$ cat config.mk
export PLATFORM = sky130hd
export DESIGN_NAME = tx_buffer_phase_align_ctrl_flat
export DESIGN_NICKNAME = d
export VERILOG_FILES = /design/src/txalign_pkg.sv /design/src/txalign_if.sv /design/src/tx_buffer_phase_align_ctrl.sv /design/src/flat_wrapper.sv
export SDC_FILE = /design/constraint.sdc
export NUM_CORES = 1
export LEC_CHECK = 0
export BUFFER_PORTS_ARGS = -buffer_cell sky130_fd_sc_hd__buf_2
export CAP_MARGIN = 25
export CORE_MARGIN = 5
export CORE_UTILIZATION = 45
export DETAILED_ROUTE_END_ITERATION = 12
export PLACE_DENSITY = 0.73
export SYNTH_ARGS = -nofsm -noshare
export SYNTH_HDL_FRONTEND = slang
export SYNTH_SLANG_ARGS = --single-unit
$ cat constraint.sdc
create_clock -name sys_clk_in -period 2.93 [get_ports sys_clk_in]
set_clock_uncertainty 0.1 [all_clocks]
set_input_delay 0.4395 -clock sys_clk_in [delete_from_list [all_inputs] [get_ports sys_clk_in]]
set_output_delay 0.4395 -clock sys_clk_in [all_outputs]
set_load 0.01 [all_outputs]
$ cat src/txalign_pkg.sv
// shared constants and types for the tx clock-crossing control pair
package txalign_pkg;
    localparam int LANES = 2;
    localparam logic [19:0] TX_PMA_CONFIG_DEFAULT = 20'h80082;
    localparam logic [2:0] INVERT_BUFFERED = 3'h3;
    localparam logic [2:0] INVERT_BYPASS = 3'h7;
    localparam logic [1:0] DIV_BY_1 = 2'h0;
    localparam logic [1:0] DIV_BY_2 = 2'h1;
    localparam logic [1:0] DIV_BY_4 = 2'h2;
    localparam int PRE_PHASE_CYCLES = 32;
    localparam int HOLD_DIV1_CYCLES = 8192;
    localparam int HOLD_DIV2_CYCLES = 16384;
    localparam int HOLD_DIV4_CYCLES = 32767;
    localparam int RESET_PULSE_CYCLES = 4;
    localparam int CNT_W = 16;
    localparam int STATUS_OVERRUN_BIT = 1;
    localparam int STATUS_HALF_BIT = 0;
    localparam int BUF_DEPTH = 16;
    localparam int PTR_W = 5;
    localparam logic [PTR_W-1:0] BUF_HALF = 5'h08;

    typedef enum logic {
        internal_output_clock_choice,
        user_clock_choice
    } clock_choice_t;

    // hold length of set_phase per divider setting
    function automatic logic [CNT_W-1:0] hold_cycles(input logic [1:0] div);
        case (div)
            DIV_BY_1: hold_cycles = CNT_W'(HOLD_DIV1_CYCLES);
            DIV_BY_2: hold_cycles = CNT_W'(HOLD_DIV2_CYCLES);
            default: hold_cycles = CNT_W'(HOLD_DIV4_CYCLES);
        endcase
    endfunction
endpackage

$ cat src/txalign_if.sv
// link between the transceiver tile model and the fabric control logic
`timescale 1ns/10ps
interface txalign_if;
    import txalign_pkg::*;
    logic oversample_enable;
    logic [1:0] tx_clock_divider [LANES];
    logic [19:0] tx_pma_config_word [LANES];
    logic tx_buffer_use [LANES];
    clock_choice_t post_buffer_clock_select [LANES];
    logic [2:0] clock_path_inverters [LANES];
    logic tile_reset;
    logic tx_reset_a [LANES];
    logic align_enable [LANES];
    logic set_phase [LANES];
    logic pll_power_down_b;
    logic pll_lock_detect;
    logic [1:0] tx_buffer_flags [LANES];
    logic aligned [LANES];

    modport device (
        input oversample_enable, tx_clock_divider, tx_pma_config_word, tx_buffer_use,
        input post_buffer_clock_select, clock_path_inverters, tile_reset, tx_reset_a,
        input align_enable, set_phase, pll_power_down_b,
        output pll_lock_detect, tx_buffer_flags, aligned
    );
    modport ctrl (
        output oversample_enable, tx_clock_divider, tx_pma_config_word, tx_buffer_use,
        output post_buffer_clock_select, clock_path_inverters, tile_reset, tx_reset_a,
        output align_enable, set_phase, pll_power_down_b,
        input pll_lock_detect, tx_buffer_flags, aligned
    );
endinterface

$ cat src/tx_buffer_phase_align_ctrl.sv
// fabric-side controller: configures tx crossing and runs per-lane phase alignment
//
// The placing of the registers and strobed register access were left to the implementer.
`timescale 1ns/10ps
module tx_buffer_phase_align_ctrl
    import txalign_pkg::*;
(
    // clock and reset
    input wire logic sys_clk_in,
    input wire logic rst_n_in,
    // user configuration
    input wire logic oversample_in,
    input wire logic buffer_use_in,
    input wire logic [1:0] divider_lane0_in,
    input wire logic [1:0] divider_lane1_in,
    input wire logic source_locked_in,
    input wire logic clock_changed_in,
    input wire logic tile_reset_req_in,
    input wire logic pll_power_down_in,
    // status
    output logic busy_out,
    output logic aligned_out,
    output logic buffer_error_out,
    // tile side
    txalign_if.ctrl tile
);
    // ****************************************
    // synchronisers for asynchronous pins
    // ****************************************
    logic lock_s1_r, lock_s2_r, src_s1_r, src_s2_r;
    logic [1:0] err_s1_r, err_s2_r;
    always_ff @(posedge sys_clk_in or negedge rst_n_in) begin
        if (!rst_n_in) begin
            lock_s1_r <= 1'b0;
            lock_s2_r <= 1'b0;
            src_s1_r <= 1'b0;
            src_s2_r <= 1'b0;
            err_s1_r <= 2'h0;
            err_s2_r <= 2'h0;
        end else begin
            lock_s1_r <= tile.pll_lock_detect;
            lock_s2_r <= lock_s1_r;
            src_s1_r <= source_locked_in;
            src_s2_r <= src_s1_r;
            err_s1_r <= {tile.tx_buffer_flags[1][STATUS_OVERRUN_BIT], tile.tx_buffer_flags[0][STATUS_OVERRUN_BIT]};
            err_s2_r <= err_s1_r;
        end
    end

    // ****************************************
    // static configuration
    // ****************************************
    // oversampling needs the buffer, so it forces buffered mode
    logic bypass;
    assign bypass = !buffer_use_in && !oversample_in;
    always_ff @(posedge sys_clk_in or negedge rst_n_in) begin
        if (!rst_n_in) begin
            tile.oversample_enable <= 1'b0;
            for (int i = 0; i < LANES; i++) begin
                tile.tx_clock_divider[i] <= DIV_BY_1;
                tile.tx_pma_config_word[i] <= TX_PMA_CONFIG_DEFAULT;
                tile.tx_buffer_use[i] <= 1'b1;
                tile.clock_path_inverters[i] <= INVERT_BUFFERED;
            end
        end else begin
            tile.oversample_enable <= oversample_in;
            tile.tx_clock_divider[0] <= divider_lane0_in;
            tile.tx_clock_divider[1] <= divider_lane1_in;
            for (int i = 0; i < LANES; i++) begin
                tile.tx_pma_config_word[i] <= TX_PMA_CONFIG_DEFAULT;
                tile.tx_buffer_use[i] <= !bypass;
                tile.clock_path_inverters[i] <= bypass ? INVERT_BYPASS : INVERT_BUFFERED;
            end
        end
    end

    // ****************************************
    // alignment sequence
    // ****************************************
    typedef enum logic [2:0] {
        st_idle, st_wait_lock, st_enable, st_pre, st_hold, st_restore, st_reset, st_done
    } seq_state_t;
    seq_state_t state_r;
    logic [CNT_W-1:0] cnt_r;
    logic restart;
    logic lock_ok;
    logic buf_err;
    logic mode_change;
    // a mode switch reruns the sequence, so the enable never rises without it
    assign mode_change = (bypass == tile.tx_buffer_use[0]);
    // realign on tile reset, power-up release, clock change or mode switch
    assign restart = tile_reset_req_in || pll_power_down_in || clock_changed_in || mode_change;
    assign lock_ok = lock_s2_r && src_s2_r;
    assign buf_err = |err_s2_r;

    always_ff @(posedge sys_clk_in or negedge rst_n_in) begin
        if (!rst_n_in) begin
            state_r <= st_idle;
            cnt_r <= '0;
        end else if (restart) begin
            state_r <= st_idle;
            cnt_r <= '0;
        end else begin
            case (state_r)
                st_idle: state_r <= st_wait_lock;
                st_wait_lock: if (lock_ok) state_r <= bypass ? st_enable : st_reset;
                st_enable: begin
                    state_r <= st_pre;
                    cnt_r <= CNT_W'(PRE_PHASE_CYCLES - 1);
                end
                st_pre: begin
                    if (cnt_r == '0) begin
                        state_r <= st_hold;
                        cnt_r <= hold_cycles(divider_lane0_in) - 1'b1;
                    end else begin
                        cnt_r <= cnt_r - 1'b1;
                    end
                end
                st_hold: begin
                    if (cnt_r == '0) state_r <= st_restore;
                    else cnt_r <= cnt_r - 1'b1;
                end
                st_restore: begin
                    state_r <= st_reset;
                    cnt_r <= CNT_W'(RESET_PULSE_CYCLES - 1);
                end
                st_reset: begin
                    if (cnt_r == '0) state_r <= st_done;
                    else cnt_r <= cnt_r - 1'b1;
                end
                st_done: begin
                    // an error in the buffer re-runs the tx reset
                    if (buf_err && !bypass) begin
                        state_r <= st_reset;
                        cnt_r <= CNT_W'(RESET_PULSE_CYCLES - 1);
                    end
                end
                default: state_r <= st_idle;
            endcase
        end
    end

    // ****************************************
    // tile-wide controls
    // ****************************************
    always_ff @(posedge sys_clk_in or negedge rst_n_in) begin
        if (!rst_n_in) begin
            tile.tile_reset <= 1'b1;
            tile.pll_power_down_b <= 1'b0;
        end else begin
            tile.tile_reset <= tile_reset_req_in;
            tile.pll_power_down_b <= !pll_power_down_in;
        end
    end

    // ****************************************
    // per-lane alignment controls
    // ****************************************
    // lane 1 uses lane 0 hold length; both lanes must share the divider when aligned together
    always_ff @(posedge sys_clk_in or negedge rst_n_in) begin
        if (!rst_n_in) begin
            for (int i = 0; i < LANES; i++) begin
                tile.align_enable[i] <= 1'b0;
                tile.set_phase[i] <= 1'b0;
                tile.tx_reset_a[i] <= 1'b1;
                tile.post_buffer_clock_select[i] <= internal_output_clock_choice;
            end
        end else begin
            for (int i = 0; i < LANES; i++) begin
                // one release edge for all lanes keeps them deskewed
                tile.tx_reset_a[i] <= (state_r == st_reset) || (state_r == st_idle) || (state_r == st_wait_lock);
                tile.post_buffer_clock_select[i] <= (state_r == st_enable || state_r == st_pre || state_r == st_hold)
                    ? user_clock_choice : internal_output_clock_choice;
                tile.align_enable[i] <= bypass && !restart
                    && (state_r inside {st_pre, st_hold, st_restore, st_reset, st_done});
                // high on every hold cycle; dropped with the enable so it never stands alone
                tile.set_phase[i] <= (state_r == st_hold) && !restart;
            end
        end
    end

    // ****************************************
    // status outputs
    // ****************************************
    always_ff @(posedge sys_clk_in or negedge rst_n_in) begin
        if (!rst_n_in) begin
            busy_out <= 1'b1;
            aligned_out <= 1'b0;
            buffer_error_out <= 1'b0;
        end else begin
            busy_out <= (state_r != st_done);
            aligned_out <= (state_r == st_done);
            buffer_error_out <= buf_err;
        end
    end
endmodule

$ cat src/flat_wrapper.sv
// flat-port wrapper written by rule: the top's interface ports become plain ports
module tx_buffer_phase_align_ctrl_flat import txalign_pkg::*;
  (sys_clk_in, rst_n_in, oversample_in, buffer_use_in, divider_lane0_in, divider_lane1_in, source_locked_in, clock_changed_in, tile_reset_req_in, pll_power_down_in, busy_out, aligned_out, buffer_error_out, tile_oversample_enable, tile_tx_clock_divider, tile_tx_pma_config_word, tile_tx_buffer_use, tile_post_buffer_clock_select, tile_clock_path_inverters, tile_tile_reset, tile_tx_reset_a, tile_align_enable, tile_set_phase, tile_pll_power_down_b, tile_pll_lock_detect, tile_tx_buffer_flags, tile_aligned);
  txalign_if tile_i ();
  input wire logic sys_clk_in;
  input wire logic rst_n_in;
  input wire logic oversample_in;
  input wire logic buffer_use_in;
  input wire logic [1:0] divider_lane0_in;
  input wire logic [1:0] divider_lane1_in;
  input wire logic source_locked_in;
  input wire logic clock_changed_in;
  input wire logic tile_reset_req_in;
  input wire logic pll_power_down_in;
  output logic busy_out;
  output logic aligned_out;
  output logic buffer_error_out;
  output wire logic [$bits(tile_i.oversample_enable)-1:0] tile_oversample_enable;
  output wire logic [$bits(tile_i.tx_clock_divider)-1:0] tile_tx_clock_divider;
  output wire logic [$bits(tile_i.tx_pma_config_word)-1:0] tile_tx_pma_config_word;
  output wire logic [$bits(tile_i.tx_buffer_use)-1:0] tile_tx_buffer_use;
  output wire logic [$bits(tile_i.post_buffer_clock_select)-1:0] tile_post_buffer_clock_select;
  output wire logic [$bits(tile_i.clock_path_inverters)-1:0] tile_clock_path_inverters;
  output wire logic [$bits(tile_i.tile_reset)-1:0] tile_tile_reset;
  output wire logic [$bits(tile_i.tx_reset_a)-1:0] tile_tx_reset_a;
  output wire logic [$bits(tile_i.align_enable)-1:0] tile_align_enable;
  output wire logic [$bits(tile_i.set_phase)-1:0] tile_set_phase;
  output wire logic [$bits(tile_i.pll_power_down_b)-1:0] tile_pll_power_down_b;
  input wire logic [$bits(tile_i.pll_lock_detect)-1:0] tile_pll_lock_detect;
  input wire logic [$bits(tile_i.tx_buffer_flags)-1:0] tile_tx_buffer_flags;
  input wire logic [$bits(tile_i.aligned)-1:0] tile_aligned;
  assign tile_oversample_enable = tile_i.oversample_enable;
  assign tile_tx_clock_divider = {>>{tile_i.tx_clock_divider}};
  assign tile_tx_pma_config_word = {>>{tile_i.tx_pma_config_word}};
  assign tile_tx_buffer_use = {>>{tile_i.tx_buffer_use}};
  assign tile_post_buffer_clock_select = {>>{tile_i.post_buffer_clock_select}};
  assign tile_clock_path_inverters = {>>{tile_i.clock_path_inverters}};
  assign tile_tile_reset = tile_i.tile_reset;
  assign tile_tx_reset_a = {>>{tile_i.tx_reset_a}};
  assign tile_align_enable = {>>{tile_i.align_enable}};
  assign tile_set_phase = {>>{tile_i.set_phase}};
  assign tile_pll_power_down_b = tile_i.pll_power_down_b;
  assign tile_i.pll_lock_detect = tile_pll_lock_detect;
  assign tile_i.tx_buffer_flags = {>>{tile_tx_buffer_flags}};
  assign tile_i.aligned = {>>{tile_aligned}};
  tx_buffer_phase_align_ctrl u_core (.sys_clk_in(sys_clk_in), .rst_n_in(rst_n_in), .oversample_in(oversample_in), .buffer_use_in(buffer_use_in), .divider_lane0_in(divider_lane0_in), .divider_lane1_in(divider_lane1_in), .source_locked_in(source_locked_in), .clock_changed_in(clock_changed_in), .tile_reset_req_in(tile_reset_req_in), .pll_power_down_in(pll_power_down_in), .busy_out(busy_out), .aligned_out(aligned_out), .buffer_error_out(buffer_error_out), .tile(tile_i));
endmodule
==> impl_summary.log <==
[metrics] # setup viols final: 0
[metrics] register bit total from synthesis: 43
[metrics] buffers added on ports: 36
[metrics] simple logic cell fraction of the synthesized area: 0.145
[metrics] share of power burned in the clock network: 0.386
[metrics] switching power total: 0.259 mW
[metrics] total routing resource utilization after global routing: 0.146
[metrics] Yosys warning total: 0
[metrics] first drt pass iteration count: 4
[metrics] total internal power: 0.889 mW
[metrics] Fillers: 481
[metrics] share of synthesized cell area in full adder, half adder and majority cells: 0.0104
[metrics] number of diodes: 0
[metrics] deepest clock path buffer count: 2
[metrics] register-to-register setup slack: 0.31 ns
[metrics] run status: finished clean
[metrics] share of the yosys chip area belonging to registers: 0.447
[metrics] cell-by-cell trace of the critical path: inv_1, ha_1, or4b_1, or4_4, a21oi_4, nor2_1, a221o_1
[metrics] RSZ-0062 raised after global routing: no
[metrics] Critical R2R Launch: u_core.cnt_r[0]$_DFFE_PN0P_
[metrics] share of the synthesized area in compound gates (AO/OA/AOI/OAI): 0.205
[metrics] max-cap violation count: 0
[metrics] post-detailed-route DRC marker count: 0
[metrics] # placed instances: 342
[metrics] Seq. cell area: 1080 µm²
[metrics] maximum ir drop on the vdd rail: 0.322 mV
[metrics] DR iter-0 viols: 123
[metrics] Die Y: 83.3 µm
[metrics] type of element capturing the critical path: flop
[metrics] most frequent standard cell in the layout excluding fill and tap cells: sky130_fd_sc_hd__conb_1
[metrics] WS Path Type: reg2reg
[metrics] number of antenna violations at the first check in global routing: 0
[metrics] nets@finish: 302
[metrics] pin count of the biggest net entering global routing: 44
[metrics] most used flip-flop cell after synthesis: sky130_fd_sc_hd__dfrtp_1
[metrics] slowest library cell on the worst path: sky130_fd_sc_hd__or4_4
[metrics] transition time of the tightest slew-check pin: 0.546 ns
[metrics] minimum clock period: 2.62 ns
[metrics] worst reg-to-reg path cell count: 7
[metrics] xor/xnor share of the synthesized area: 0
[metrics] clock latency at the later pin of the worst-skew pair: 0.29 ns
[metrics] Yosys cell types: 49
[metrics] mux cell area share after synthesis: 0
[metrics] TritonCTS sink count: 43
[metrics] wire length of the first global-routing pass: 8.43 mm
[metrics] share of total power consumed by net switching: 0.226
[metrics] final weighted congestion in routability-driven placement: 0.818
[metrics] combinational family with the most area after synthesis: compound AO/OA/AOI/OAI gates
[metrics] final count of pins violating max slew: 0
[metrics] root buffer cell: sky130_fd_sc_hd__clkbuf_8
[metrics] maximum cell stage delay along the critical path: 0.62 ns
[metrics] Routed WL per cell: 13.9 µm
[metrics] clock tree from TritonCTS: done
[metrics] starting density of the core: 0.467
[metrics] area used by multi-input combinational logic: 1040 µm²
[metrics] type of the tightest min-delay check: in2reg
[metrics] overall via count from detail_route: 1836
[metrics] post-cts resize count: 0
[metrics] Slew Limit Headroom: 0.634
[metrics] number of buffers inserted by hold repair at cts: 0
[metrics] leakage power of the design: 1.26 nW
[metrics] worst endpoint data arrival time: 2.69 ns
[metrics] sum of overflow across all layers after global routing: 0
[metrics] total setup buffers inserted after CTS: 0
[metrics] largest driver fanout on the critical path: 8
[metrics] sum of routed wire length over all layers: 4.88 mm
[metrics] share of cells above drive strength 1: 0.241
[metrics] r2r endpoint: u_core.cnt_r[6]$_DFFE_PN0P_
[metrics] Area Growth Syn to Fin: 7.92%
[metrics] DP Wirelength: 3.57 mm
[metrics] Power Dens Cells: 440 nW/µm²
[metrics] fraction of the cycle the final worst path needs: 0.893
[metrics] proportion of power drawn by flip-flops and latches: 0.533
[metrics] syn_area_per_cell: 9.75 µm²
[metrics] number of enable-type register cells in the synthesized netlist: 0
[metrics] final hold vios: 0
[metrics] peak clock frequency supported by timing: 0.382 GHz
[metrics] Post-DRT Antenna Nets: 0
[metrics] via count of the first global-routing pass: 1771
[metrics] beginning of the worst hold path: source_locked_in
[metrics] proportion of synthesized flip-flops having asynchronous set or reset: 1.00
[metrics] endpoint of the worst hold-timing path: u_core.src_s1_r$_DFF_PN0_
[metrics] commonest non-fill, non-tap cells in the layout: 44 x sky130_fd_sc_hd__conb_1, 39 x sky130_fd_sc_hd__dfrtp_1, 36 x sky130_fd_sc_hd__buf_2, 14 x sky130_fd_sc_hd__nor2_1, 13 x sky130_fd_sc_hd__a21oi_1
[metrics] Rows: 26
[metrics] die width: 83.3 µm
[metrics] htree depth: 2
[metrics] routed vias/inst: 5.22
[metrics] placeable core region: 5170 µm²
[metrics] worst hold path depth: 1
[metrics] non-filler cells, final: 352
[metrics] # IOs: 85
[metrics] Critical Path Source Type: flop
[metrics] netlist area before placement: 2420 µm²
[metrics] Clk pin slew, worst setup/hold paths: 0.08 ns
[metrics] Post-Syn Instances: 248
[metrics] Total Negative Setup Slacks: 0 ns
[metrics] required time at the endpoint of the critical path: 3.00 ns
[metrics] die area: 6940 µm²
[metrics] TritonCTS Buffers: 5
[metrics] combinational share of power: 0.081
[metal layers]
metal  GRT usage  vias up  wire, µm
li1            -      863         -
met1       0.189      888      2090
met2       0.236       77      2350
met3      0.0356        8       372
met4      0.0550        0        74
met5           0        -         0
[synth_stat cells (6+ instances only)]
cell	number	area [µm²]
sky130_fd_sc_hd__nor3_1	7	35.0
sky130_fd_sc_hd__o21ai_0	10	50.1
sky130_fd_sc_hd__nor2_1	14	52.6
sky130_fd_sc_hd__a31oi_1	6	37.5
sky130_fd_sc_hd__a21oi_1	13	65.1
sky130_fd_sc_hd__clkbuf_1	9	33.8
sky130_fd_sc_hd__dfrtp_1	39	976
sky130_fd_sc_hd__inv_1	7	26.3
sky130_fd_sc_hd__nand2_1	9	33.8
sky130_fd_sc_hd__o31ai_1	6	45.0
sky130_fd_sc_hd__buf_4	50	375
sky130_fd_sc_hd__nand2b_1	6	37.5
sky130_fd_sc_hd__or4_1	6	45.0
[worst max-delay path: cells and delay by family, from the launching register on]
family / cells / cell delay (ns)
adder cells (fa/ha/maj): 1 / 0.20
flip-flops: 1 / 0.42
AND/OR/NAND/NOR: 3 / 1.18
buffers and inverters: 1 / 0.07
AO/OA/AOI/OAI: 2 / 0.52
[power groups by stage]
| stage | clock, mW | sequential (mW) | combinational [mW] |
|---|---|---|---|
| finish | 0.443 | 0.612 | 0.0936 |
| global route | 0.477 | 0.613 | 0.106 |
| CTS | 0.458 | 0.612 | 0.0888 |
| detailed placement | 0 | 0.623 | 0.0886 |
| global placement | 0 | 0.623 | 0.0875 |
| floorplan | 0 | 0.627 | 0.0902 |
[cells by family (layout without fill, tap and decap cells)]
family                   Yosys count  count (layout)
buffers and inverters             69              61
adder cells (fa/ha/maj)            2               2
other                              2              44
flip-flops                        43              43
AO/OA/AOI/OAI                     69              69
AND/OR/NAND/NOR                   63              63
[sequential cells by signal, summed over array words and instances (netlist names), 2 cells and up]
register	count
u_core.err_s2_r	2
u_core.cnt_r	16
u_core.tile.tx_clock_divider	4
u_core.state_r	3
u_core.err_s1_r	2
[metrics by stage]
step	hold slack (ns)	util	instance area (µm²)	total power, mW	setup slack, ns
floorplan	0.0439	-	2570	0.717	0.373
global placement	0.233	0.478	2470	0.710	0.390
detailed placement	0.235	0.478	2470	0.712	0.370
CTS	0.143	0.499	2580	1.16	0.339
global route	0.138	0.504	2610	1.20	0.119
finish	0.153	0.504	2610	1.15	0.313
[final cells by class]
| type | count | share of cell area |
|---|---|---|
| tap | 70 | 0.0336 |
| clock inverter | 1 | 0.0115 |
| clock buffer | 7 | 0.0293 |
| timing repair buffer | 46 | 0.104 |
| sequential | 43 | 0.414 |
| inverter | 7 | 0.0101 |
| multi-input combinational | 178 | 0.398 |
[how the worst max path moves through the flow]
stage                                            from                          end  slack [ns]
final                     u_core.cnt_r[0]$_DFFE_PN0P_  u_core.cnt_r[6]$_DFFE_PN0P_        0.31
after global routing      u_core.cnt_r[0]$_DFFE_PN0P_  u_core.cnt_r[0]$_DFFE_PN0P_        0.12
after CTS                 u_core.cnt_r[0]$_DFFE_PN0P_  u_core.cnt_r[5]$_DFFE_PN0P_        0.34
after detailed placement  u_core.cnt_r[0]$_DFFE_PN0P_  u_core.cnt_r[5]$_DFFE_PN0P_        0.37
after global placement    u_core.cnt_r[0]$_DFFE_PN0P_  u_core.cnt_r[6]$_DFFE_PN0P_        0.39
after floorplan           u_core.cnt_r[0]$_DFFE_PN0P_  u_core.cnt_r[6]$_DFFE_PN0P_        0.37
Power figures use the tool's default switching activity.
